**src/inc/psc_pkg.sv**
```systemverilog
// constants and types for the polled spi command-port host controller
package psc_pkg;
	// ------------------------------------------------------------
	// timing
	// ------------------------------------------------------------
	localparam int CLK_NS        = 10;
	localparam int HALF_NS       = 50;
	localparam int HALF_CYC      = (HALF_NS + CLK_NS - 1) / CLK_NS;
	localparam int GAP_NS        = 100;
	localparam int GAP_CYC       = (GAP_NS + CLK_NS - 1) / CLK_NS;
	localparam int DEV_RST_NS    = 1000;
	localparam int DEV_RST_CYC   = (DEV_RST_NS + CLK_NS - 1) / CLK_NS;
	localparam int POLL_US       = 100;
	localparam int PSC_POLL_CYC  = POLL_US * 1000 / CLK_NS;
	localparam logic [7:0] HALF_LAST = 8'(HALF_CYC - 1);
	localparam logic [7:0] GAP_LAST  = 8'(GAP_CYC - 1);
	localparam logic [7:0] RST_LAST  = 8'(DEV_RST_CYC - 1);
	localparam logic [7:0] PH_ZERO   = 8'h00;
	// ------------------------------------------------------------
	// frame layout, counted in serial clock cycles
	// ------------------------------------------------------------
	localparam logic [3:0] BIT_START  = 4'h0;
	localparam logic [3:0] BIT_DIR    = 4'h1;
	localparam logic [3:0] BIT_TGT    = 4'h2;
	localparam logic [3:0] BIT_DFIRST = 4'h3;
	localparam logic [3:0] BIT_DLAST  = 4'hA;
	localparam logic [3:0] BIT_STAT   = 4'hB;
	localparam logic [3:0] BIT_LAST   = 4'hC;
	// ------------------------------------------------------------
	// status byte fields and trailing status bit
	// ------------------------------------------------------------
	localparam int RX_FULL_N_BIT  = 0;
	localparam int TX_EMPTY_N_BIT = 1;
	localparam int RX_IRQ_EN_BIT  = 4;
	localparam int TX_IRQ_EN_BIT  = 5;
	localparam logic STAT_NEW = 1'h0;
	localparam logic STAT_OLD = 1'h1;
	localparam logic STAT_ACCEPT = 1'h0;
	localparam logic STAT_REJECT = 1'h1;
	// ------------------------------------------------------------
	// types
	// ------------------------------------------------------------
	typedef enum logic [1:0] {
		PSC_OP_WRITE  = 2'h0,
		PSC_OP_UNUSED = 2'h1,
		PSC_OP_READ   = 2'h2,
		PSC_OP_STATUS = 2'h3
	} psc_op_t;
	typedef enum logic [4:0] {
		ST_RST  = 5'h01,
		ST_IDLE = 5'h02,
		ST_LOW  = 5'h04,
		ST_HIGH = 5'h08,
		ST_GAP  = 5'h10
	} psc_state_t;
endpackage

```
**src/logic/psc_host.sv**
```systemverilog
// host controller driving the polled spi command port of the device
`timescale 1ns/10ps
// Operation
// straps select spi, sampled at reset
// master makes serial clock and chip select
// serial clock never above 12 MHz
// one byte per thirteen-cycle transaction
// start is data-in and select high
// direction then target bit encode operation
// data byte shifted msb first
// all signals timed to rising clock edge
// select stays high through whole transaction
// select low one cycle after data ops
// read status bit zero means new
// old read data discarded, read repeated
// trailing status valid until next rise
// write byte then status bit follows
// write status zero accepted, one rejected
// rejected write byte is resent until accepted
// poll reads periodically and before commands
// status read returns byte plus zero bit
// status byte holds flags and enables
// early select drop abandons device transfer
module psc_host
	import psc_pkg::*;
#(
	parameter int unsigned POLL_CYC = PSC_POLL_CYC
) (
	input  wire logic       clk,
	input  wire logic       resetn,
	input  wire logic       cmd_valid,
	input  wire logic [1:0] cmd_op,
	input  wire logic [7:0] cmd_wdata,
	output logic            cmd_ready,
	output logic            rsp_valid,
	output logic [7:0]      rsp_data,
	output logic            rx_valid,
	output logic [7:0]      rx_data,
	output logic            rx_full_n,
	output logic            tx_empty_n,
	output logic            dev_reset_n,
	output logic            iface_strap_high,
	output logic            iface_strap_low,
	output logic            strap_oe_n,
	output logic            spi_sclk,
	output logic            spi_cs,
	output logic            spi_sdi,
	input  wire logic       spi_sdo
);
	function automatic logic psc_is_data(input psc_op_t k);
		return k != PSC_OP_STATUS;
	endfunction

	psc_state_t  st_q;
	logic [7:0]  ph_q;
	logic [3:0]  bit_q;
	psc_op_t     kind_q;
	psc_op_t     pend_op_q;
	logic        pend_q, rpt_q, again_q;
	logic [7:0]  wdata_q;
	logic [7:0]  sh_q;
	logic        stat_bit_q;
	logic [23:0] poll_q;
	logic        sdo_m_q, sdo_s_q;
	logic        ph_last, frame_end, poll_due;
	logic        take_w, start_w, again_w;
	logic        npend_w, done_w, newdata_w;
	psc_op_t     nkind_w;

	// ------------------------------------------------------------
	// input synchroniser
	// ------------------------------------------------------------
	always_ff @(posedge clk or negedge resetn) begin
		if (!resetn) begin
			sdo_m_q <= 1'h0;
			sdo_s_q <= 1'h0;
		end else begin
			sdo_m_q <= spi_sdo;
			sdo_s_q <= sdo_m_q;
		end
	end

	// ------------------------------------------------------------
	// decode
	// ------------------------------------------------------------
	always_comb begin
		if (st_q == ST_GAP)
			ph_last = (ph_q == GAP_LAST);
		else if (st_q == ST_RST)
			ph_last = (ph_q == RST_LAST);
		else
			ph_last = (ph_q == HALF_LAST);
		frame_end = (st_q == ST_HIGH) && ph_last && (bit_q == BIT_LAST);
		poll_due  = (poll_q == 24'(POLL_CYC - 1));
		take_w    = (st_q == ST_IDLE) && cmd_valid && cmd_ready &&
			(psc_op_t'(cmd_op) != PSC_OP_UNUSED);
		start_w   = (st_q == ST_IDLE) && (take_w || poll_due);
		newdata_w = (kind_q == PSC_OP_READ) && (stat_bit_q == STAT_NEW);
		again_w   = 1'h0;
		nkind_w   = kind_q;
		npend_w   = pend_q;
		done_w    = 1'h0;
		case (kind_q)
			PSC_OP_READ: begin
				if (rpt_q && stat_bit_q == STAT_OLD) begin
					again_w = 1'h1;
				end else if (pend_q) begin
					again_w = 1'h1;
					nkind_w = pend_op_q;
					npend_w = 1'h0;
				end else begin
					done_w = rpt_q;
				end
			end
			PSC_OP_WRITE: begin
				if (stat_bit_q == STAT_REJECT)
					again_w = 1'h1;
				else
					done_w = 1'h1;
			end
			default: done_w = 1'h1;
		endcase
	end

	// ------------------------------------------------------------
	// sequencer
	// ------------------------------------------------------------
	always_ff @(posedge clk or negedge resetn) begin
		if (!resetn) begin
			st_q <= ST_RST;
		end else begin
			case (st_q)
				ST_RST:  if (ph_last) st_q <= ST_IDLE;
				ST_IDLE: if (start_w) st_q <= ST_LOW;
				ST_LOW:  if (ph_last) st_q <= ST_HIGH;
				ST_HIGH: begin
					if (ph_last) begin
						if (!frame_end)
							st_q <= ST_LOW;
						else if (psc_is_data(kind_q))
							st_q <= ST_GAP;
						else
							st_q <= ST_IDLE;
					end
				end
				ST_GAP:  if (ph_last) st_q <= again_q ? ST_LOW : ST_IDLE;
				default: st_q <= ST_IDLE;
			endcase
		end
	end

	always_ff @(posedge clk or negedge resetn) begin
		if (!resetn)
			ph_q <= PH_ZERO;
		else if (ph_last || st_q == ST_IDLE)
			ph_q <= PH_ZERO;
		else
			ph_q <= ph_q + 8'h01;
	end

	always_ff @(posedge clk or negedge resetn) begin
		if (!resetn)
			bit_q <= BIT_START;
		else if (st_q == ST_HIGH && ph_last)
			bit_q <= frame_end ? BIT_START : bit_q + 4'h1;
		else if (st_q != ST_LOW && st_q != ST_HIGH)
			bit_q <= BIT_START;
	end

	always_ff @(posedge clk or negedge resetn) begin
		if (!resetn)
			poll_q <= 24'h000000;
		else if (st_q != ST_IDLE || poll_due)
			poll_q <= 24'h000000;
		else
			poll_q <= poll_q + 24'h000001;
	end

	// ------------------------------------------------------------
	// operation bookkeeping
	// ------------------------------------------------------------
	always_ff @(posedge clk or negedge resetn) begin
		if (!resetn) begin
			kind_q    <= PSC_OP_READ;
			pend_op_q <= PSC_OP_READ;
			pend_q    <= 1'h0;
			rpt_q     <= 1'h0;
			again_q   <= 1'h0;
			wdata_q   <= 8'h00;
		end else if (take_w) begin
			wdata_q   <= cmd_wdata;
			kind_q    <= PSC_OP_READ;
			pend_op_q <= psc_op_t'(cmd_op);
			rpt_q     <= (psc_op_t'(cmd_op) == PSC_OP_READ);
			pend_q    <= (psc_op_t'(cmd_op) != PSC_OP_READ);
		end else if (start_w) begin
			kind_q <= PSC_OP_READ;
			rpt_q  <= 1'h0;
			pend_q <= 1'h0;
		end else if (frame_end) begin
			again_q <= again_w;
			kind_q  <= nkind_w;
			pend_q  <= npend_w;
			if (nkind_w != PSC_OP_READ)
				rpt_q <= 1'h0;
		end
	end

	// ------------------------------------------------------------
	// shifter and trailing status capture
	// ------------------------------------------------------------
	always_ff @(posedge clk or negedge resetn) begin
		if (!resetn) begin
			sh_q       <= 8'h00;
			stat_bit_q <= 1'h0;
		end else if (st_q == ST_LOW && ph_q == PH_ZERO && bit_q == BIT_START) begin
			sh_q <= (kind_q == PSC_OP_WRITE) ? wdata_q : 8'h00;
		end else if (st_q == ST_HIGH && ph_last) begin
			if (bit_q >= BIT_DFIRST && bit_q <= BIT_DLAST)
				sh_q <= {sh_q[6:0], sdo_s_q};
			if (bit_q == BIT_STAT)
				stat_bit_q <= sdo_s_q;
		end
	end

	// ------------------------------------------------------------
	// serial pins
	// ------------------------------------------------------------
	always_ff @(posedge clk or negedge resetn) begin
		if (!resetn) begin
			spi_sclk <= 1'h0;
			spi_cs   <= 1'h0;
			spi_sdi  <= 1'h0;
		end else begin
			if (st_q == ST_LOW && ph_last)
				spi_sclk <= 1'h1;
			else if (st_q == ST_HIGH && ph_last)
				spi_sclk <= 1'h0;
			if (frame_end)
				spi_cs <= 1'h0;
			else if (st_q == ST_LOW && ph_q == PH_ZERO && bit_q == BIT_START)
				spi_cs <= 1'h1;
			if (frame_end) begin
				spi_sdi <= 1'h0;
			end else if (st_q == ST_LOW && ph_q == PH_ZERO) begin
				// launched at the start of the low phase so the device sees it settled at the rise
				if (bit_q == BIT_START)
					spi_sdi <= 1'h1;
				else if (bit_q == BIT_DIR)
					spi_sdi <= kind_q[1];
				else if (bit_q == BIT_TGT)
					spi_sdi <= kind_q[0];
				else if (bit_q <= BIT_DLAST)
					spi_sdi <= sh_q[7];
				else
					spi_sdi <= 1'h0;
			end
		end
	end

	// ------------------------------------------------------------
	// user side and device reset / straps
	// ------------------------------------------------------------
	always_ff @(posedge clk or negedge resetn) begin
		if (!resetn) begin
			cmd_ready  <= 1'h0;
			rsp_valid  <= 1'h0;
			rsp_data   <= 8'h00;
			rx_valid   <= 1'h0;
			rx_data    <= 8'h00;
			rx_full_n  <= 1'h1;
			tx_empty_n <= 1'h1;
		end else begin
			cmd_ready <= (st_q == ST_IDLE) && !start_w;
			rsp_valid <= frame_end && done_w;
			rx_valid  <= frame_end && newdata_w;
			if (frame_end && done_w)
				rsp_data <= sh_q;
			if (frame_end && newdata_w)
				rx_data <= sh_q;
			if (frame_end && kind_q == PSC_OP_STATUS) begin
				rx_full_n  <= sh_q[RX_FULL_N_BIT];
				tx_empty_n <= sh_q[TX_EMPTY_N_BIT];
			end
		end
	end

	always_ff @(posedge clk or negedge resetn) begin
		if (!resetn) begin
			dev_reset_n      <= 1'h0;
			iface_strap_high <= 1'h1;
			iface_strap_low  <= 1'h0;
			strap_oe_n       <= 1'h0;
		end else begin
			dev_reset_n      <= (st_q != ST_RST);
			iface_strap_high <= 1'h1;
			iface_strap_low  <= 1'h0;
			// straps held past the device reset release until traffic begins
			if (st_q == ST_LOW)
				strap_oe_n <= 1'h1;
		end
	end
endmodule // psc_host

```
**config.mk**
```make
export PLATFORM = sky130hd
export DESIGN_NAME = psc_host
export DESIGN_NICKNAME = d
export VERILOG_FILES = /design/src/inc/psc_pkg.sv /design/src/logic/psc_host.sv
export SDC_FILE = /design/constraint.sdc
export NUM_CORES = 1
export LEC_CHECK = 0
export ABC_AREA = 1
export BUFFER_PORTS_ARGS = -buffer_cell sky130_fd_sc_hd__buf_2
export CAP_MARGIN = 20
export CORE_MARGIN = 4
export CORE_UTILIZATION = 35
export DETAILED_ROUTE_END_ITERATION = 12
export PLACE_DENSITY_LB_ADDON = 0.05
export SLEW_MARGIN = 20
export SYNTH_ARGS = -nofsm -noshare
export SYNTH_HDL_FRONTEND = slang
export SYNTH_SLANG_ARGS = --single-unit
```
**constraint.sdc**
```tcl
create_clock -name clk -period 2.6 [get_ports clk]
set_input_delay 0.39 -clock clk [delete_from_list [all_inputs] [get_ports clk]]
set_output_delay 0.39 -clock clk [all_outputs]
set_load 0.05 [all_outputs]
```
== Yosys cells after proc, flatten, opt, wreduce, memory -nomap -nowiden ==
Index checks and enable logic that the tools add are counted.
W data, S select, Z words.
Word-level totals
  output and inout bits: 28
  bits of input ports: 14
  word-level logic and storage cells: 157
  register bits after elaboration: 93
Operators by class
  reduce and logical (&&, ||, !) cells: 39
  multiplexer cells: 53
  add/subtract/negate cells: 3
  bitwise operators: 4
  eq/ne operators: 30
  order comparisons: 2
Operators by type and width (number)
  $mux W8: 5
  $mux W5: 7
  $mux W1: 27
  $pmux W5 S5: 1
  $add A24 B1 Y24 const B: 1
  $eq A24 B14 Y1 const B: 1
  $mux W24: 1
  $logic_and A1 B1 Y1: 17
  $ne A2 B2 Y1 const B: 8
  $mux W2: 6
  $mux W4: 3
  $reduce_bool A2 Y1: 6
  $reduce_and A3 Y1: 3
  $reduce_bool A3 Y1: 3
  $add A8 B1 Y8 const B: 1
  $eq A4 B4 Y1 const B: 2
  $eq A8 B3 Y1 const B: 1
  $eq A8 B4 Y1 const B: 1
  $eq A8 B7 Y1 const B: 1
  $logic_not A8 Y1: 1
  $eq A2 B2 Y1 const B: 3
  $eq A5 B1 Y1 const B: 1
  $eq A5 B2 Y1 const B: 1
  $eq A5 B3 Y1 const B: 1
  other kinds (22): 29

== Longest topological paths before layout ==
Gate-level depths: netlist of run 1.
  depth after elaboration: 8
  depth in mapped cells: 13
  depth with buffers taken out: 13

== Worst setup path after synthesis of run 1 ==
OpenSTA, ideal clock, no wires.
  path kind: flip-flop to flip-flop
  start point: reg st_q[0]
  end point: reg sh_q[3]
  cell stages (with the launch flop): 14
  required time: 2.472 ns
  arrival time: 1.768 ns
  buffers on the path: 2
  library setup time: 0.128 ns
  clock period less this slack: 1.895 ns
  setup slack: 0.705 ns
  path through: dfstp_2 -> inv_1 -> nor2_2 -> nand3_4 -> o21ai_1 -> nand3_1 -> nor2_2 -> nand3_2 -> clkinv_2 -> buf_6 -> nand2_4 -> buf_6 -> nand2_2 -> o211ai_2
Between the ends
  cells in the longest elaborated chain, start to end: 6
  elaborated cells between the ends (all ways): 13
  those cells by class: 4 x eq/ne; 3 x mux; 6 x reduce/logical
Ends and longest elaborated chain
  start: declaration: line psc_host.sv:54  | psc_state_t st_q;
  start signal: assignment: line psc_host.sv:146  | ST_GAP: if (ph_last) st_q <= again_q ? ST_LOW : ST_IDLE;
  $eq A5 B1 Y1: line psc_host.sv:89  | else if (st_q == ST_RST)
  $mux W1: line psc_host.sv:89
  $mux W1: line psc_host.sv:87  | if (st_q == ST_GAP)
  $logic_and A1 B1 Y1: line psc_host.sv:218  | end else if (st_q == ST_HIGH && ph_last) begin
  $reduce_bool A2 Y1 (no line)
  $reduce_and A2 Y1 (no line)
  end signal: assignment: line psc_host.sv:217  | sh_q <= (kind_q == PSC_OP_WRITE) ? wdata_q : 8'h00;
  end signal: assignment: line psc_host.sv:220  | sh_q <= {sh_q[6:0], sdo_s_q};
  end: declaration: line psc_host.sv:61  | logic [7:0] sh_q;
Parallel ways exist; a longest one is shown, timed or not.
A chain may end at the register's enable or synchronous reset.

== Final worst setup path of run 1 ==
  start point: reg poll_q[0]
  end point: reg st_q[2]
Between the ends
  cells in the longest elaborated chain, start to end: 5
Ends and longest elaborated chain
  start: declaration: line psc_host.sv:63  | logic [23:0] poll_q;
  start signal: assignment: line psc_host.sv:176  | poll_q <= poll_q + 24'h000001;
  $eq A24 B14 Y1: line psc_host.sv:94  | poll_due = (poll_q == 24'(POLL_CYC - 1));
  $logic_or A1 B1 Y1: line psc_host.sv:97  | start_w = (st_q == ST_IDLE) && (take_w || poll_due);
  $logic_and A1 B1 Y1: line psc_host.sv:97
  $ne A2 B2 Y1 (no line)
  $reduce_and A5 Y1 (no line)
No other way between the ends.

==> results of run 1 <==
-- registers in the layout, indices dropped and copies added (netlist names), 2 cells and up --
name / flops
st_q: 5
pend_op_q: 2
sh_q: 8
kind_q: 2
poll_q: 24
rsp_data: 8
ph_q: 8
wdata_q: 8
rx_data: 8
bit_q: 4
-- power by group through the flow --
stage	logic, W	registers (W)	clock network, W
2_1_floorplan	0.000673	0.00188	0
3_3_place_gp	0.00106	0.00182	0
3_5_place_dp	0.00106	0.00182	0
4_1_cts	0.00106	0.00180	0.00127
5_1_grt	0.00120	0.00182	0.00133
6_report	0.00104	0.00180	0.00123
-- stage by stage --
| step | utilization, % | hold slack (ns) |
|---|---|---|
| detailed placement | 39.1 | 0.275 |
| floorplan | - | 0.0944 |
| global placement | 39.1 | 0.279 |
| finish | 41.2 | 0.156 |
| CTS | 41.2 | 0.144 |
| global route | 41.2 | 0.138 |
-- per-layer routing --
layer  wire [µm]  vias to the layer above  track usage, %  share of wire, %
met2        4850                       65            22.0                44
li1            -                     1994               -                 -
met3         402                       18            3.60               3.7
met1        5500                     1850            20.7                50
met5           0                        -               0                 0
met4         238                        0            5.36               2.2
-- cell usage in the layout (no fill, tap or decap), types with 5 or more instances in the layout --
cell type,instances
nand2_1,130
dfrtp_1,88
inv_1,80
nor2_1,61
o21ai_0,38
buf_2,38
nand3_1,33
nand4_1,20
nor3_1,19
a21oi_1,12
o21ai_1,10
xor2_1,9
clkbuf_16,9
buf_4,8
nand3_2,7
ha_1,7
nand2_2,6
or2_2,5
dfstp_2,5
-- kinds of logic (layout without fill, tap and decap cells) --
group	Yosys count	after routing
AO/OA/AOI/OAI	78	78
XOR/XNOR	9	9
adder cells (fa/ha/maj)	7	7
buffers and inverters	98	149
flip-flops	93	93
other	2	2
AND/OR/NAND/NOR	300	300
-- worst paths after layout --
check / endpoint / slack, ns / depth (start not counted)
worst max register to register: st_q[2] / 0.47 / 12
worst min-delay path: sdo_m_q / 0.16 / 1
worst min register to register: sdo_s_q / 0.35 / 0
max in group asynchronous: poll_q[8] / 1.47 / 3
min in group asynchronous: ph_q[1] / 0.46 / 2
worst max-delay path: st_q[2] / 0.47 / 12
-- layout make-up --
class | count | area share, %
tap | 176 | 4.02
clock inverter | 6 | 0.731
inverter | 85 | 5.85
sequential | 93 | 42.6
multi-input combinational | 396 | 37.5
clock buffer | 10 | 4.18
timing repair buffer | 48 | 5.12
-- Yosys cell counts (5+ instances only) --
cell	count	share of area (%)
nand4_1	20	2.6
ha_1	7	1.8
inv_1	80	6.3
o21ai_1	10	1.0
nor2_1	61	4.8
a21oi_1	12	1.3
clkbuf_1	5	0.39
xor2_1	9	1.6
o21ai_0	38	4.0
nand2_2	6	0.78
nand3_1	33	3.5
nand3_2	7	1.5
nand2_1	130	10
dfstp_2	5	2.7
nor3_1	19	2.0
or2_2	5	0.65
dfrtp_1	88	46
-- timing repair --
item                      4_1_cts  5_1_grt
hold buffers                    1        0
hold endpoints to repair       13        0
resized for setup               0        0
-- critical path, delay by kind of cell (launching register included) --
| kind | cells | cell delay (ns) |
|---|---|---|
| fa+ha+maj | 1 | 0.24 |
| flops | 1 | 0.42 |
| buf+inv | 2 | 0.37 |
| compound gates | 1 | 0.14 |
| simple gates | 8 | 0.84 |
==> metrics, run 1 <==
TritonCTS clock tree=built; FF+latch count, synth=93; Final Critical Period=2.13 ns; CORE AREA=~13000 µm²; crit-path max cell delay=0.42 ns; Syn Nets=608; P_int=0.00259 W; Crit Path Category=reg2reg; # IOs=42; Diodes inserted=0; post-synthesis mux area share=0%; setup TNS=0 ns; Ys Warns=0; row count=42; TritonCTS Buffers=9; Post-Synth XOR/XNOR Area=1.65%; Synth Area in Simple Gates=~30%; status=finished clean; area delta synth->final=14.5%; CP endpoint kind=flop; multi-input logic area=2050 µm²; Post-CTS Setup Inserts=0; Post-Place Cells=797; Detailed Routing Iterations Pass 1=4; root buf cell=clkbuf_16; via count=3927; Critical Path Start=poll_q[0]; Initial Util=36.0%; Net Sw Frac=between 30% and 40%; non-filler cells, final=814; reg2reg start=poll_q[0]; H-Tree Depth=3; min-delay worst type=in2reg; port buffer count=39; compound-gate portion of the synthesized area=9.47%; RSZ-0062 raised after global routing=no; clock share of power=between 30% and 40%; CP dominant cell by count=nand2_1; crit share post-route=81.9%; DIE WIDTH=125 µm; worst skew pair latency=~0.35 ns; Clock transition at path regs=roughly 0.07 ns; Register Area=2330 µm²; netlist area before placement=4780 µm²; crit start category=flop; slowest CP cell=dfrtp_1; adder-cell share of the synthesized area=1.83%; Async SR Flop Fraction=between 90% and 100%; DRC=0; PD cells=743 nW/µm²; Comb power frac=between 20% and 30%; largest net degree at the start of global routing=47; antenna violations before repair=0; Die H=~120 µm; DP Area=~5200 µm²; crit-path cells=ha_1, nand2_1, nor2_1, buf_4, and3_1, nand3_1, nand2_2, inv_1, nand2_1, nand2_1, o21bai_1, nand2_1; clock skew=0.00729 ns; max-slew violation count=0; Bufs on Longest Clock Path=2; first-pass GRT wire length=18800 µm; Sw Pwr=between 0.001 and 0.0015 W; Fillers=1331; Mapped Cells=587; library cells used by synthesis=44; largest family of logic cells by synthesized area=simple AND/OR/NAND/NOR gates; Final GP Congestion=0.848; DRT Wirelength=between 10000 and 15000 µm; Final Hold Viols=0; share of the yosys chip area belonging to registers=between 40% and 50%; EDFF count, synth=0; Arr. time, crit path=2.36 ns; FMAX=approximately 470 MHz; leakage power=2.60 nW; slew of the pin with the lowest slew margin=0.611 ns; vias in the first global route=approximately 3800; Final Setup Violations=0; post-DR wirelength/cell=13.5 µm; Max-cap violations=0; clock sink count=93; ratio of cells with drive above 1 in the final layout=roughly 16%; pre-CTS WS=0.431 ns; hold path start=spi_sdo; DRT iter0 DRCs=196; total gr overflow=0; Seq pwr share=between 40 and 50%; Vias/cell=4.82; net count reported at finish=654; Worst EP required=between 2 and 3 ns; die area=roughly 16000 µm²; post-route antenna net violation count=0; Pwr Total=0.00407 W; Top FF cell, synth=dfrtp_1; Detailed Place HPWL=between 8000 and 9000 µm; worst-path fanout max=9; Final Cell Area=roughly 5500 µm²; Mean Syn Cell Area=8.15 µm²; max_slew headroom=59.1%; Peak VDD IR=0.279 mV; final setup margin=0.471 ns; total track usage=between 10 and 15%
Power figures use the tool's default switching activity.
==> inputs of run 2 (changes only) <==
- clock period: 2.6 -> 2.2 ns (I/O delays scaled with it)
==> run 2 against run 1 <==
The run now ends with negative hold slack left. Die area did not move. Worst setup slack worse by 0.32 ns. Largest power group unchanged. Global-route usage is 0.24 points higher. Highest routed layer unchanged. Critical path depth fell by 1. Via count up 1.0%. Clock skew decreased by 0.0028 ns. Maximum frequency grew 4.1%. Combinational power up 37%. Hold slack lost 0.16 ns.
==> metrics, run 2 (synthesized netlist as in run 1, its figures left out) <==
pre-CTS WS=0.0665 ns; clock skew=0.00454 ns; worst r2r dst=rx_data[6]; # IOs=42; leakage power=2.69 nW; row count=42; Biggest register=poll_q; min-delay worst type=in2async; DRT iter0 DRCs=about 260; TritonCTS clock tree=built; Largest register FFs=24; via count=a little under 4000; antenna violations before repair=0; first-pass GRT wire length=19100 µm; CORE AREA=13300 µm²; Post-Place Cells=807; max_slew headroom=57.8%; Max-cap violations=0; Final Setup Violations=0; post-DR wirelength/cell=14.0 µm; root buf cell=clkbuf_16; total gr overflow=0; total track usage=14.9%; port buffer count=39; area delta synth->final=19.1%; final setup margin=0.156 ns; Buf+Inv Stages, Crit Path=2; Peak VDD IR=0.444 mV; clock sink count=93; Crit Path Category=reg2reg; Detailed Place HPWL=between 8000 and 9000 µm; Vias/cell=4.79; H-Tree Depth=3; Die H=approximately 120 µm; crit share post-route=92.9%; Detailed Routing Iterations Pass 1=4; reg2reg start=st_q[2]; violated checks=negative hold slack; worst-case reg-to-reg path depth=11; non-filler cells, final=829; commonest non-fill, non-tap cell in the layout=nand2_1; Fillers=1352; DRT Wirelength=11600 µm; Final Hold Viols=3; DIE WIDTH=about 120 µm; DRC=0; Final Hold Slack=-0.00475 ns; slew of the pin with the lowest slew margin=0.631 ns; Diodes inserted=0; Arr. time, crit path=2.29 ns; worst-path fanout max=8; post-route antenna net violation count=0; TritonCTS Buffers=9; net count reported at finish=669; fin util=between 40% and 50%; Clock transition at path regs=roughly 0.070 ns; Worst R2R Setup Slack=0.16 ns; CP endpoint kind=flop; PD cells=896 nW/µm²; die area=15600 µm²; Initial Util=36.0%; status=complete, but fails checks; crit-path cells=nor2_4, nand3_2, nand2_1, nand3_2, nor2_4, nand3_4, clkinv_8, buf_6, nand4_4, nand2_1, o21ai_1; cell family contributing the most delay on the critical path=simple AND/OR/NAND/NOR gates; crit-path max cell delay=0.45 ns; vias in the first global route=3855; Pwr Total=0.00510 W; FMAX=roughly 490 MHz; Final Critical Period=2.04 ns; most frequent cells in the layout=nand2_1 (129), dfrtp_1 (88), inv_1 (80), nor2_1 (61), buf_2 (38); max-slew violation count=0; crit start category=flop; Bufs on Longest Clock Path=2; Worst EP required=around 2.4 ns; largest net degree at the start of global routing=94; hold buffers post-CTS=0; ratio of cells with drive above 1 in the final layout=19.1%; slowest CP cell=dfrtp_1; worst skew pair latency=roughly 0.35 ns; Final GP Congestion=about 0.84
## run 2: cell count changes in the layout (fill, tap and decap cells not counted), moves of 2 or more
cell	change
buf_4	+13
clkinv_2	-2
clkinvlp_4	+2
nor2_2	-3
nor2_4	+3
o21ai_2	+2
## run 2: area by class of cell
cell class	instances	area (µm²)	share of cell area, %
clock buffer	9	225	3.95
timing repair buffer	61	379	6.66
tap	176	220	3.87
multi-input combinational	398	2130	37.4
sequential	93	2330	41.0
inverter	85	335	5.89
clock inverter	7	72.6	1.27
## run 2: metrics by stage
stage | TNS, ns | cell area (µm²)
final | 0 | 5700
after detailed placement | 0 | 5270
after global routing | -0.180 | 5700
after global placement | 0 | 5270
after CTS | 0 | 5570
after floorplan | 0 | 4780
## run 2: worst max-delay path by stage
stage / from / to / slack (ns) / cells after the start
final: st_q[2] / rx_data[6] / 0.16 / 11
after global routing: kind_q[0] / rsp_data[0] / -0.04 / 8
after CTS: st_q[0] / rx_data[4] / 0.06 / 11
after detailed placement: st_q[0] / rx_data[4] / 0.07 / 11
after global placement: st_q[0] / rx_data[5] / 0.14 / 11
after floorplan: st_q[0] / sh_q[3] / 0.30 / 13
## run 2: power breakdown
| group | leakage (nW) | switching [W] | internal (W) |
|---|---|---|---|
| sequential | 1.23 | 0.000164 | 0.00193 |
| clock | 0.142 | 0.000700 | 0.000885 |
| combinational | 1.32 | 0.000954 | 0.000462 |
## run 2: what timing repair did
action | CTS | global route
setup endpoints to repair | 0 | 37
gates resized for setup | 0 | 18
hold endpoints to repair | 0 | 0
buffers inserted | 0 | 4
## run 2: per-layer routing
layer / vias to the layer above / GRT usage [%] / share of wire, %
met4: 0 / 3.95 / 1.3
met5: - / 0 / 0
met1: 1874 / 20.8 / 51
li1: 2031 / - / -
met3: 11 / 3.99 / 3.4
met2: 51 / 23.2 / 45
